[src/pkg/offset_step_pkg.sv]
// offset_step_pkg: addresses, field positions, reset values and command
// codes shared by the offset / step counter register bank.
// assumes a byte-wide register port with 8-bit addresses.
package offset_step_pkg;

  // ==========================================================================
  // register addresses
  localparam logic [7:0] ADDR_ACC_OFF_X   = 8'h71;
  localparam logic [7:0] ADDR_ACC_OFF_Y   = 8'h72;
  localparam logic [7:0] ADDR_ACC_OFF_Z   = 8'h73;
  localparam logic [7:0] ADDR_GYR_OFF_XL  = 8'h74;
  localparam logic [7:0] ADDR_GYR_OFF_YL  = 8'h75;
  localparam logic [7:0] ADDR_GYR_OFF_ZL  = 8'h76;
  localparam logic [7:0] ADDR_OFF_EN_HI   = 8'h77;
  localparam logic [7:0] ADDR_STEP_LO     = 8'h78;
  localparam logic [7:0] ADDR_STEP_HI     = 8'h79;
  localparam logic [7:0] ADDR_STEP_CONF0  = 8'h7a;
  localparam logic [7:0] ADDR_STEP_CONF1  = 8'h7b;
  localparam logic [7:0] ADDR_CMD         = 8'h7e;

  // ==========================================================================
  // field positions of the enables / gyro high byte and the step config write-only bit
  localparam int BIT_GYR_EN     = 7;
  localparam int BIT_ACC_EN     = 6;
  localparam int POS_GYR_Z_HI   = 4;
  localparam int POS_GYR_Y_HI   = 2;
  localparam int POS_GYR_X_HI   = 0;
  localparam int BIT_CONF_WO    = 7;
  // readable masks of the step configuration bytes, writable mask of byte 1
  localparam logic [7:0] MASK_CONF0_RD = 8'h7f;
  localparam logic [7:0] MASK_CONF1_RD = 8'h0f;
  localparam logic [7:0] MASK_CONF1_WR = 8'h8f;

  // ==========================================================================
  // widths
  localparam int ACC_OFF_W  = 8;
  localparam int GYR_OFF_W  = 10;
  localparam int DATA_W     = 16;
  localparam int STEP_W     = 16;
  localparam int NUM_OFF    = 7;

  // ==========================================================================
  // reset values
  localparam logic [7:0]  RST_BYTE = 8'h00;
  localparam logic [15:0] RST_STEP = 16'h0000;

  // ==========================================================================
  // command codes
  localparam logic [7:0] CMD_START_FOC = 8'h03;
  localparam logic [7:0] CMD_PROG_NVM  = 8'ha0;
  localparam logic [7:0] CMD_STEP_CLR  = 8'hb2;
  localparam logic [7:0] CMD_SOFTRESET = 8'hb6;

endpackage

[src/verilog/offset_comp_step_count_regs.sv]
// offset_comp_step_count_regs: offset compensation bytes, step total and
// step detector configuration, plus the offset adders on the data paths.
// assumes a synchronous byte register port from the host interface, an
// nvm controller answering load/store requests, and the foc engine and
// step detector delivering one-cycle strobes on the same clock.
`timescale 1ns/1ps

// Overview of operation
// add offsets to data only when enabled
// offsets are signed two's complement values
// reload offsets from nvm after reset
// offsets can be stored into nvm
// host writes and foc results overwrite offsets
// accel offset eight bits signed, 3.9 mg
// gyro offset ten bits signed, 0.061 dps
// accel bytes 0-2, gyro low bytes 3-5
// byte 6 holds enables and gyro high bits
// sixteen bit read-only step total, reset zero
// two config bytes, bit 7 write-only
// host picks one of three configurations
// command 0xb2 clears the step total
// command 0xa0 stores offsets into nvm
// command 0x03 starts foc, stores results
module offset_comp_step_count_regs (
  // clock and reset
  input  wire logic        i_mclk,
  input  wire logic        i_rst_n,
  // register port
  input  wire logic        i_wr,
  input  wire logic        i_rd,
  input  wire logic [7:0]  i_addr,
  input  wire logic [7:0]  i_wdata,
  output logic      [7:0]  o_rdata,
  // soft reset request from the command decoder
  input  wire logic        i_soft_rst,
  // nvm image of the seven offset bytes
  input  wire logic [55:0] i_nvm_data,
  input  wire logic        i_nvm_valid,
  output logic             o_nvm_load,
  output logic             o_nvm_store,
  output logic      [55:0] o_nvm_data,
  // foc engine
  output logic             o_foc_start,
  input  wire logic        i_foc_done,
  input  wire logic [7:0]  i_foc_acc_x,
  input  wire logic [7:0]  i_foc_acc_y,
  input  wire logic [7:0]  i_foc_acc_z,
  input  wire logic [9:0]  i_foc_gyr_x,
  input  wire logic [9:0]  i_foc_gyr_y,
  input  wire logic [9:0]  i_foc_gyr_z,
  // step detector
  input  wire logic        i_step,
  output logic      [15:0] o_step_conf,
  // data paths: three accel axes then three gyro axes, 16 bits each
  input  wire logic [95:0] i_filt_data,
  input  wire logic [95:0] i_pre_data,
  output logic      [95:0] o_filt_data,
  output logic      [95:0] o_pre_data
);

  // ==========================================================================
  // load sequencer states
  typedef enum logic [2:0] {
    ST_LOAD = 3'b001,   // waiting for the nvm image
    ST_RUN  = 3'b010,   // normal operation
    ST_REQ  = 3'b100    // load request issued after soft reset
  } load_state_t;

  load_state_t state;          // current sequencer state
  load_state_t next_state;     // next sequencer state
  logic [7:0]  off [7];        // the seven offset bytes, by index
  logic [7:0]  next_off [7];
  logic [15:0] step;           // step total
  logic [15:0] next_step;
  logic [15:0] conf;           // step detector configuration
  logic [15:0] next_conf;
  logic [7:0]  rdata;          // registered read data
  logic [7:0]  next_rdata;
  logic        load_req;       // registered nvm load request
  logic        next_load_req;
  logic        store_req;      // registered nvm store strobe
  logic        next_store_req;
  logic        foc_req;        // registered foc start strobe
  logic        next_foc_req;
  logic        cmd_wr;         // host write to the command address
  logic [95:0] filt_q;         // registered compensated data
  logic [95:0] pre_q;
  logic [95:0] next_filt;
  logic [95:0] next_pre;
  logic [15:0] offs_ext [6];   // sign-extended offsets per axis
  logic        acc_en;
  logic        gyr_en;

  assign cmd_wr = i_wr && (i_addr == offset_step_pkg::ADDR_CMD);
  assign acc_en = off[6][offset_step_pkg::BIT_ACC_EN];
  assign gyr_en = off[6][offset_step_pkg::BIT_GYR_EN];

  // ==========================================================================
  // offset sign extension, one per axis
  // accel uses 8 signed bits regardless of range; gyro 10 signed bits
  // split over the low byte and two bits of byte 6
  genvar g;
  generate
    for (g = 0; g < 3; g++) begin : g_ext
      assign offs_ext[g] = {{8{off[g][7]}}, off[g]};
      assign offs_ext[g+3] = {{6{off[6][2*g+1]}},
                              off[6][2*g +: 2], off[g+3]};
    end
  endgenerate

  // ==========================================================================
  // load sequencer: offsets come back from nvm after por and soft reset
  always_comb begin
    next_state    = state;
    next_load_req = 1'b0;
    unique case (state)
      ST_LOAD: begin
        next_load_req = 1'b1;
        if (i_nvm_valid) begin
          next_state    = ST_RUN;
          next_load_req = 1'b0;
        end
      end
      ST_RUN: begin
        if (i_soft_rst) begin
          next_state = ST_REQ;
        end
      end
      ST_REQ: begin
        next_state    = ST_LOAD;
        next_load_req = 1'b1;
      end
      default: begin
        next_state = ST_LOAD;
      end
    endcase
  end

  always_ff @(posedge i_mclk or negedge i_rst_n) begin
    if (!i_rst_n) begin
      state    <= ST_LOAD;
      load_req <= 1'b0;
    end else begin
      state    <= next_state;
      load_req <= next_load_req;
    end
  end

  // ==========================================================================
  // offset bytes: nvm restore beats foc result beats host write
  always_comb begin
    for (int i = 0; i < offset_step_pkg::NUM_OFF; i++) begin
      next_off[i] = off[i];
    end
    if (state == ST_LOAD && i_nvm_valid) begin
      for (int i = 0; i < offset_step_pkg::NUM_OFF; i++) begin
        next_off[i] = i_nvm_data[8*i +: 8];
      end
    end else if (i_foc_done) begin
      // foc overwrites values, leaves enables as set by the host
      next_off[0] = i_foc_acc_x;
      next_off[1] = i_foc_acc_y;
      next_off[2] = i_foc_acc_z;
      next_off[3] = i_foc_gyr_x[7:0];
      next_off[4] = i_foc_gyr_y[7:0];
      next_off[5] = i_foc_gyr_z[7:0];
      next_off[6] = {off[6][7:6], i_foc_gyr_z[9:8],
                     i_foc_gyr_y[9:8], i_foc_gyr_x[9:8]};
    end else if (i_wr && state == ST_RUN) begin
      for (int i = 0; i < offset_step_pkg::NUM_OFF; i++) begin
        if (i_addr == offset_step_pkg::ADDR_ACC_OFF_X + 8'(i)) begin
          next_off[i] = i_wdata;
        end
      end
    end
  end

  always_ff @(posedge i_mclk or negedge i_rst_n) begin
    if (!i_rst_n) begin
      for (int i = 0; i < offset_step_pkg::NUM_OFF; i++) begin
        off[i] <= offset_step_pkg::RST_BYTE;
      end
    end else begin
      for (int i = 0; i < offset_step_pkg::NUM_OFF; i++) begin
        off[i] <= next_off[i];
      end
    end
  end

  // ==========================================================================
  // step total and configuration
  // a step in the same cycle as a clear is dropped: clear is a restart
  always_comb begin
    next_step = step;
    next_conf = conf;
    if (cmd_wr && i_wdata == offset_step_pkg::CMD_STEP_CLR) begin
      next_step = offset_step_pkg::RST_STEP;
    end else if (i_step) begin
      next_step = step + 16'h0001;
    end
    if (i_wr && i_addr == offset_step_pkg::ADDR_STEP_CONF0) begin
      next_conf[7:0] = i_wdata;
    end
    if (i_wr && i_addr == offset_step_pkg::ADDR_STEP_CONF1) begin
      next_conf[15:8] = i_wdata & offset_step_pkg::MASK_CONF1_WR;
    end
  end

  always_ff @(posedge i_mclk or negedge i_rst_n) begin
    if (!i_rst_n) begin
      step <= offset_step_pkg::RST_STEP;
      conf <= {offset_step_pkg::RST_BYTE, offset_step_pkg::RST_BYTE};
    end else begin
      step <= next_step;
      conf <= next_conf;
    end
  end

  // ==========================================================================
  // command strobes toward nvm and foc engine
  always_comb begin
    next_store_req = cmd_wr && state == ST_RUN &&
                     i_wdata == offset_step_pkg::CMD_PROG_NVM;
    next_foc_req   = cmd_wr && state == ST_RUN &&
                     i_wdata == offset_step_pkg::CMD_START_FOC;
  end

  always_ff @(posedge i_mclk or negedge i_rst_n) begin
    if (!i_rst_n) begin
      store_req <= 1'b0;
      foc_req   <= 1'b0;
    end else begin
      store_req <= next_store_req;
      foc_req   <= next_foc_req;
    end
  end

  // ==========================================================================
  // read mux; write-only bits and reserved bits read as zero
  always_comb begin
    next_rdata = offset_step_pkg::RST_BYTE;
    if (i_rd) begin
      for (int i = 0; i < offset_step_pkg::NUM_OFF; i++) begin
        if (i_addr == offset_step_pkg::ADDR_ACC_OFF_X + 8'(i)) begin
          next_rdata = off[i];
        end
      end
      if (i_addr == offset_step_pkg::ADDR_STEP_LO) begin
        next_rdata = step[7:0];
      end
      if (i_addr == offset_step_pkg::ADDR_STEP_HI) begin
        next_rdata = step[15:8];
      end
      if (i_addr == offset_step_pkg::ADDR_STEP_CONF0) begin
        next_rdata = conf[7:0] & offset_step_pkg::MASK_CONF0_RD;
      end
      if (i_addr == offset_step_pkg::ADDR_STEP_CONF1) begin
        next_rdata = conf[15:8] & offset_step_pkg::MASK_CONF1_RD;
      end
    end
  end

  always_ff @(posedge i_mclk or negedge i_rst_n) begin
    if (!i_rst_n) begin
      rdata <= offset_step_pkg::RST_BYTE;
    end else begin
      rdata <= next_rdata;
    end
  end

  // ==========================================================================
  // compensated data: a disabled sensor passes data through untouched
  always_comb begin
    for (int a = 0; a < 6; a++) begin
      if ((a < 3) ? acc_en : gyr_en) begin
        next_filt[16*a +: 16] = i_filt_data[16*a +: 16] + offs_ext[a];
        next_pre[16*a +: 16]  = i_pre_data[16*a +: 16] + offs_ext[a];
      end else begin
        next_filt[16*a +: 16] = i_filt_data[16*a +: 16];
        next_pre[16*a +: 16]  = i_pre_data[16*a +: 16];
      end
    end
  end

  always_ff @(posedge i_mclk or negedge i_rst_n) begin
    if (!i_rst_n) begin
      filt_q <= '0;
      pre_q  <= '0;
    end else begin
      filt_q <= next_filt;
      pre_q  <= next_pre;
    end
  end

  // ==========================================================================
  // outputs
  assign o_rdata     = rdata;
  assign o_nvm_load  = load_req;
  assign o_nvm_store = store_req;
  assign o_foc_start = foc_req;
  assign o_step_conf = conf;
  assign o_filt_data = filt_q;
  assign o_pre_data  = pre_q;
  generate
    for (g = 0; g < offset_step_pkg::NUM_OFF; g++) begin : g_img
      assign o_nvm_data[8*g +: 8] = off[g];
    end
  endgenerate

  // ==========================================================================
  // checks
  a_step_clear: assert property (@(posedge i_mclk) disable iff (!i_rst_n)
    cmd_wr && i_wdata == offset_step_pkg::CMD_STEP_CLR |=> step == 16'h0000)
    else $error("step total not cleared");
  a_step_count: assert property (@(posedge i_mclk) disable iff (!i_rst_n)
    i_step && !cmd_wr |=> step == $past(step) + 16'h0001)
    else $error("step total did not advance");
  a_step_hold: assert property (@(posedge i_mclk) disable iff (!i_rst_n)
    !i_step && !cmd_wr |=> $stable(step))
    else $error("step total changed without a step");
  a_store_strobe: assert property (@(posedge i_mclk) disable iff (!i_rst_n)
    cmd_wr && state == ST_RUN && i_wdata == offset_step_pkg::CMD_PROG_NVM
    |=> o_nvm_store ##1 !o_nvm_store)
    else $error("nvm store strobe wrong");
  a_foc_strobe: assert property (@(posedge i_mclk) disable iff (!i_rst_n)
    o_foc_start |-> $past(cmd_wr) &&
    $past(i_wdata) == offset_step_pkg::CMD_START_FOC)
    else $error("foc start without command");
  a_foc_result: assert property (@(posedge i_mclk) disable iff (!i_rst_n)
    i_foc_done && state != ST_LOAD |=> off[3] == $past(i_foc_gyr_x[7:0])
    && off[6][1:0] == $past(i_foc_gyr_x[9:8]))
    else $error("foc result not stored");
  a_nvm_reload: assert property (@(posedge i_mclk) disable iff (!i_rst_n)
    state == ST_RUN && i_soft_rst |=> ##1 o_nvm_load)
    else $error("no reload after soft reset");
  a_acc_bypass: assert property (@(posedge i_mclk) disable iff (!i_rst_n)
    !acc_en |=> o_filt_data[15:0] == $past(i_filt_data[15:0]))
    else $error("accel offset applied while disabled");
  a_gyro_add: assert property (@(posedge i_mclk) disable iff (!i_rst_n)
    gyr_en |=> o_pre_data[63:48] == $past(i_pre_data[63:48])
    + {{6{$past(off[6][1])}}, $past(off[6][1:0]), $past(off[3])})
    else $error("gyro offset sum wrong");
  a_conf_wo: assert property (@(posedge i_mclk) disable iff (!i_rst_n)
    i_rd && i_addr == offset_step_pkg::ADDR_STEP_CONF1 |=> o_rdata[7:4] == 4'h0)
    else $error("write-only bits visible");

  c_step_clear: cover property (@(posedge i_mclk) disable iff (!i_rst_n)
    step != 16'h0000 ##1 step == 16'h0000);
  c_foc_done: cover property (@(posedge i_mclk) disable iff (!i_rst_n)
    o_foc_start ##[1:50] i_foc_done);
  c_soft_reload: cover property (@(posedge i_mclk) disable iff (!i_rst_n)
    i_soft_rst ##[1:20] i_nvm_valid);

endmodule // offset_comp_step_count_regs

[config.mk]
export PLATFORM = sky130hd
export DESIGN_NAME = offset_comp_step_count_regs
export DESIGN_NICKNAME = d
export VERILOG_FILES = /design/src/pkg/offset_step_pkg.sv /design/src/verilog/offset_comp_step_count_regs.sv
export SDC_FILE = /design/constraint.sdc
export NUM_CORES = 1
export LEC_CHECK = 0
export BUFFER_PORTS_ARGS = -buffer_cell sky130_fd_sc_hd__buf_2
export CORE_MARGIN = 2
export CORE_UTILIZATION = 40
export CTS_CLUSTER_DIAMETER = 80
export DETAILED_ROUTE_END_ITERATION = 10
export HOLD_SLACK_MARGIN = 0.1
export MAX_ROUTING_LAYER = met4
export PLACE_DENSITY = 0.71
export SETUP_SLACK_MARGIN = 0.4
export SYNTH_ARGS = -nofsm -noshare
export SYNTH_HDL_FRONTEND = slang
export SYNTH_SLANG_ARGS = --single-unit
export TNS_END_PERCENT = 50
[constraint.sdc]
create_clock -name i_mclk -period 3.8 [get_ports i_mclk]
set_clock_uncertainty 0.05 [all_clocks]
set_input_delay 1.14 -clock i_mclk [delete_from_list [all_inputs] [get_ports i_mclk]]
set_output_delay 1.14 -clock i_mclk [all_outputs]
set_load 0.02 [all_outputs]
==> qor.txt, run 1 <==
Status -> finished, final reports clean
Min-Delay Startpoint -> state[1]
Area grow syn2layout -> 26.6%
DRT iter0 DRCs -> 1443
Fin area -> 26200 um^2
TritonCTS buffer count -> 38
Die width -> 231 um
CTS H-tree lvls -> 2
Sequential share of the synthesized area -> 35.2%
Reg2reg path depth -> 11
Slowest-stage cell, CP -> or4_1
Worst hold path class -> reg2reg
Detailed Routing Iterations Pass 1 -> 5
Clk_lat worst skew -> 0.56 ns
Total of max-cap violations -> 0
Root buffer cell -> clkbuf_16
Most frequent cells in the layout -> buf_2 (596), dfrtp_1 (288), nand2_1 (244)
Total GRT Usage -> 31.4%
Routability cong. -> 0.985
Commonest non-fill, non-tap cell in the layout -> buf_2
Remaining DRCs -> 0
DR WL/cell -> 23.1 um
Post-cts resize count -> 0
Clock share of power -> 16.7%
Largest net degree at the start of global routing -> 65
Max-slew headroom -> 19.3%
Antenna-violating nets left -> 0
Startpoint types -> input port
Starting Density -> 40.4%
Worst VDD drop -> 0.488 mV
Die Y -> 231 um
Setup Crit Path Kind -> in2reg
Post-DR vias/cell -> 5.72
Cell internal power dissipation -> 12900 uW
Worst R2R End -> o_pre_data[78]
Gate power share -> 58.7%
Initial antenna violation count -> 23
CTS tree -> yes
Largest stage delay on the critical path -> 0.48 ns
Pwr/cell area -> 932 nW/um^2
Worst EP required -> 4.23 ns
Total core area -> 51200 um^2
Share of cells above drive strength 1 -> 29.4%
Die Area -> 53500 um^2
Post-synth EDFFs -> 0
Min cycle time layout -> 3.18 ns
Total gr overflow -> 0
Yosys warnings -> 0
CP endpoint kind -> register
DP Worst Slack -> 0.0951 ns
Hold buffer count at CTS -> 0
Synthesized flop and latch total -> 291
Reg2Reg Setup Slack -> 0.74 ns
Synthesized netlist cell count -> 2291
Post-route core utilization -> 51.1%
Slew @ Worst Pin -> 1.21 ns
PnR worst setup slack -> 0.622 ns
Final Hold Fails -> 0
Port bufs -> 597
Average size of a mapped cell -> 9.02 um^2
WL final -> 84100 um
Final Setup Violations -> 0
Crit share post-route -> 83.6%
Cell Chain, Critical Path -> buf_2 > ha_1 > inv_1 > fa_1 > nor2b_1 > o21ai_1 > a21oi_1 > o31ai_2 > a211oi_1 > o311a_1 > or4_1 > nand3_1
Data arrival, critical path -> 3.61 ns
Share of power burned in registers -> 24.7%
Hold worst-path end -> o_nvm_load
Static Leakage -> 0.0126 uW
Setup TNS -> 0 ns
Hpwl dp -> 66500 um
Clock transition at path regs -> 0.06 ns
R2R Path Start -> o_nvm_data[32]
Fmax -> 315 MHz
Placed inst area -> 24700 um^2
Distinct cells, synth -> 86
Synth async-reset ratio -> 100%
Fill cells -> 4825
FP Rows -> 83
Synth Cell Area -> 20700 um^2
Nets@finish -> 3422
Unrepaired setup endpoints after global routing -> no
NetSw -> 11500 uW
Hold Worst Slack -> 0.416 ns
Detailed-route via count -> 20800
Sw Share -> 47.2%
Pins Over Slew Limit -> 0
Number of global-route vias before repair -> 20500
Ys flop type -> dfrtp_1
Worst-case clock buffer depth -> 3
Maximum fanout along the worst path -> 4
Ports -> 601
Sink Count -> 291
First-pass GRT wire length -> 123000 um
Hold Crit Depth -> 1
Postcts setup bufs -> 0
==> registers in the layout, summed over array words and instances (netlist names) <==
register,count
step,16
o_step_conf,13
o_rdata,8
o_nvm_store,1
o_pre_data,96
state,3
o_foc_start,1
o_filt_data,96
o_nvm_data,56
o_nvm_load,1
==> worst max-delay path, delay by kind of cell <==
kind                       cells  cell delay [ns]
buffers and inverters          2             0.19
AOI/OAI and AO/OA              5             1.24
adders and majority gates      2             0.41
and+or+nand+nor                3             0.64
==> how the worst max path moves through the flow <==
stage | startpoint | end | cells past startpoint
after floorplan | i_pre_data[64] | o_pre_data[78] | 11
after global placement | i_pre_data[64] | o_pre_data[78] | 12
after detailed placement | i_pre_data[64] | o_pre_data[78] | 12
after CTS | i_pre_data[64] | o_pre_data[78] | 12
after global routing | i_filt_data[0] | o_filt_data[14] | 12
final | i_pre_data[64] | o_pre_data[78] | 12
==> cells in the mapped netlist, drive strengths merged (29+ instances only) <==
master	n	area share [%]
clkbuf	57	1.0
xnor2	81	3.4
a211oi	38	1.4
dfrtp	290	35
mux2	108	5.9
nor2	160	2.9
or3	31	0.94
xor2	32	1.4
o21a	36	1.3
a21oi	160	3.9
nor3	75	1.8
a21o	38	1.4
o31ai	29	1.1
o21ai	207	5.0
nand2	244	4.4
nor2b	40	1.2
ha	181	11
inv	76	1.4
nand3	47	1.1
==> logic make-up after synthesis <==
group / Yosys count / share of synthesized area [%]
compound gates: 694 / 21.6
xor+xnor: 113 / 4.79
fa+ha+maj: 193 / 12.1
buf+inv: 157 / 2.92
flops: 291 / 35.2
mux: 130 / 6.97
other cells: 1 / 0.0181
simple gates: 712 / 16.4
==> per-layer routing <==
layer	GRT usage, %	share of wire, %	up-vias
met5	-	0	-
met4	12.9	4.7	0
met3	6.59	8.1	180
met2	51.3	47	917
met1	37.6	40	10000
li1	-	-	9658
==> through the flow <==
stage	instances	total power, uW
after floorplan	2293	15300
after global placement	3543	19900
after detailed placement	3543	20200
after CTS	3612	24400
after global routing	3631	26000
final	3634	24400
==> cell type report <==
| class | count | area [um^2] | area share, % |
|---|---|---|---|
| multi-input cells | 1845 | 12800 | 49.0 |
| flip-flops and latches | 291 | 7290 | 27.9 |
| repair buffers | 651 | 3470 | 13.2 |
| clock buffers | 47 | 1050 | 4.00 |
| well taps | 680 | 851 | 3.25 |
| clock inverters | 22 | 349 | 1.33 |
| inverters | 76 | 285 | 1.09 |
| diodes | 22 | 55.1 | 0.210 |
==> power by group through the flow <==
stage,sequential (uW),combinational (uW),clock [uW]
6_report,6010,14300,4060
5_1_grt,6130,15600,4250
4_1_cts,6030,14200,4120
3_5_place_dp,6050,14100,0
3_3_place_gp,6050,13800,0
2_1_floorplan,7080,8180,0
No activity file was read; power rests on OpenSTA's default activity.
==> inputs of run 2 (changes only) <==
==> constraint.sdc (replaced) <==
create_clock -name i_mclk -period 3.3 [get_ports i_mclk]
set_clock_uncertainty 0.05 [all_clocks]
set_input_delay 0.99 -clock i_mclk [delete_from_list [all_inputs] [get_ports i_mclk]]
set_output_delay 0.99 -clock i_mclk [all_outputs]
set_load 0.02 [all_outputs]
==> run 2 against run 1 <==
First-iteration DRC count down 5.8%. Clock power grew 12%. Register-to-register slack got worse by 0.30 ns. Die area unchanged. Routed wire length shrank 1.0%.
==> qor.txt, run 2 (synthesis gave the netlist of run 1 again) <==
Status -> finished, final reports clean
DR WL/cell -> 22.7 um (-2.0%)
Sw Share -> 46.6% (-0.63 points)
Worst hold path class -> in2async
Worst VDD drop -> 0.524 mV (+7.5%)
Commonest non-fill, non-tap cell in the layout -> buf_2
Nets@finish -> 3467 (+1.3%)
CP endpoint kind -> register
Number of global-route vias before repair -> 20600 (+0.093%)
Hold buffer count at CTS -> 0 (unchanged)
Maximum fanout along the worst path -> 4 (unchanged)
Root buffer cell -> clkbuf_16
Total of max-cap violations -> 0 (unchanged)
Clock transition at path regs -> 0.06 ns (about the same)
Share of power burned in registers -> 24.2% (-0.5 points)
Detailed-route via count -> 21000 (+1.1%)
Area grow syn2layout -> 29.8%
Setup TNS -> 0 ns (unchanged)
Antenna-violating nets left -> 0 (unchanged)
Cell internal power dissipation -> 15200 uW (+18%)
Static Leakage -> 0.0128 uW (+1.9%)
Clk_lat worst skew -> 0.55 ns (about the same)
Post-route core utilization -> 52.4% (+1.3 points)
Die Y -> 231 um (unchanged)
Reg2reg path depth -> 11 (unchanged)
Final Setup Violations -> 0 (unchanged)
Most frequent cells in the layout -> buf_2 (596), dfrtp_1 (277), nand2_1 (244)
Routability cong. -> 0.979 (-0.59%)
Post-DR vias/cell -> 5.72 (about the same)
Detailed Routing Iterations Pass 1 -> 8 (+3)
Ports -> 601 (unchanged)
Fmax -> 348 MHz
Total GRT Usage -> 31.1% (-0.32 points)
Min cycle time layout -> 2.87 ns
Die Area -> 53500 um^2 (unchanged)
Hpwl dp -> 65700 um (-1.3%)
NetSw -> 13300 uW (+15%)
Setup Crit Path Kind -> in2reg
First-pass GRT wire length -> 122000 um (-0.84%)
Clock share of power -> 16.0% (-0.7 points)
Initial antenna violation count -> 16 (-30%)
FP Rows -> 83 (unchanged)
CTS tree -> yes
Remaining DRCs -> 0 (unchanged)
TritonCTS buffer count -> 37 (-2.6%)
Unrepaired setup endpoints after global routing -> yes
Startpoint types -> input port
Crit share post-route -> 87.0%
WL final -> 83200 um (-1.0%)
Total gr overflow -> 0 (unchanged)
Final Hold Fails -> 0 (unchanged)
Worst-case clock buffer depth -> 3 (unchanged)
Largest stage delay on the critical path -> 0.40 ns (-0.08 ns)
Port bufs -> 597 (unchanged)
DRT iter0 DRCs -> 1360 (-5.8%)
Data arrival, critical path -> 3.30 ns (-0.31 ns)
Slew @ Worst Pin -> 1.27 ns (+0.0616 ns)
Worst EP required -> 3.73 ns (-0.50 ns)
Starting Density -> 40.4% (unchanged)
Die width -> 231 um (unchanged)
Sink Count -> 291 (unchanged)
Largest net degree at the start of global routing -> 87 (+34%)
Cell Chain, Critical Path -> buf_2 > ha_4 > inv_2 > fa_2 > nor2b_1 > o21ai_1 > a21oi_1 > o31ai_2 > a211oi_2 > o311a_1 > or4_1 > nand3_1
Slowest-stage cell, CP -> o31ai_2
Max-slew headroom -> 15.4% (-3.9 points)
Pins Over Slew Limit -> 0 (unchanged)
Gate power share -> 59.8% (+1.1 points)
Total core area -> 51200 um^2 (unchanged)
CTS H-tree lvls -> 2 (unchanged)
Share of cells above drive strength 1 -> 32.6% (+3.2 points)
Pwr/cell area -> 1060 nW/um^2 (+14%)
==> run 2: cell types whose count changed in the layout (fill, tap and decap cells not counted), moves of 5 or more <==
cell	before	now
diode_2	22	16
a211oi_1	38	30
fa_2	0	5
inv_1	74	68
dfrtp_2	0	11
fa_1	12	7
inv_2	2	8
ha_1	181	167
a211oi_2	0	7
buf_4	49	95
ha_4	0	11
dfrtp_1	288	277
==> run 2: power groups by stage <==
stage          logic, uW  clock network, uW  registers (uW)
2_1_floorplan       9620                  0            8190
3_3_place_gp       16300                  0            6940
3_5_place_dp       16700                  0            6950
4_1_cts            16800               4620            6920
5_1_grt            18500               4780            7040
6_report           17000               4560            6900
==> run 2: routing by layer <==
metal / up-vias / GRT usage (%) / routed length (um)
met1: 10200 / 36.0 / 32800
met2: 897 / 52.0 / 40300
li1: 9768 / - / -
met3: 170 / 7.60 / 6880
met5: - / - / 0
met4: 0 / 11.6 / 3230
==> run 2: area by class of cell <==
type                    instances  area (um^2)
fillers                      4660        24400
multi-input cells            1845        13200
flip-flops and latches        291         7300
repair buffers                697         3810
clock buffers                  51         1100
well taps                     680          851
inverters                      76          285
clock inverters                16          265
diodes                         16         40.0
==> run 2: final timing paths <==
path | from | endpoint | slack (ns)
worst max-delay path | i_filt_data[64] | o_filt_data[78] | 0.43
worst min-delay path | i_rst_n | o_pre_data[62] | 0.39
worst max register to register | o_nvm_data[32] | o_filt_data[78] | 0.44
worst min register to register | state[1] | o_nvm_load | 0.41
max in group asynchronous | i_rst_n | o_nvm_data[15] | 1.98
min in group i_mclk | state[1] | o_nvm_load | 0.41
==> run 2: timing repair <==
action / CTS / global route
buffers inserted: 0 / 3
hold endpoints to repair: 0 / 0
setup endpoints to repair: 9 / 34
gates resized for setup: 4 / 24
pin swaps: 0 / 3
==> run 2: per-stage QoR <==
stage               setup slack, ns  cell area, um^2  hold slack (ns)  total power, uW  cells
floorplan                     0.285            20900            0.359            17800   2293
global placement            -0.0889            25300            0.385            23300   3586
detailed placement           -0.118            25300            0.400            23600   3586
CTS                           0.374            26700            0.411            28300   3653
global route                  0.317            26800            0.436            30400   3671
finish                        0.428            26800            0.395            28500   3672
==> run 2: critical path, delay by kind of cell <==
family          cells  cell delay [ns]
fa+ha+maj           2             0.37
buf+inv             2             0.18
compound gates      5             1.21
simple gates        3             0.54
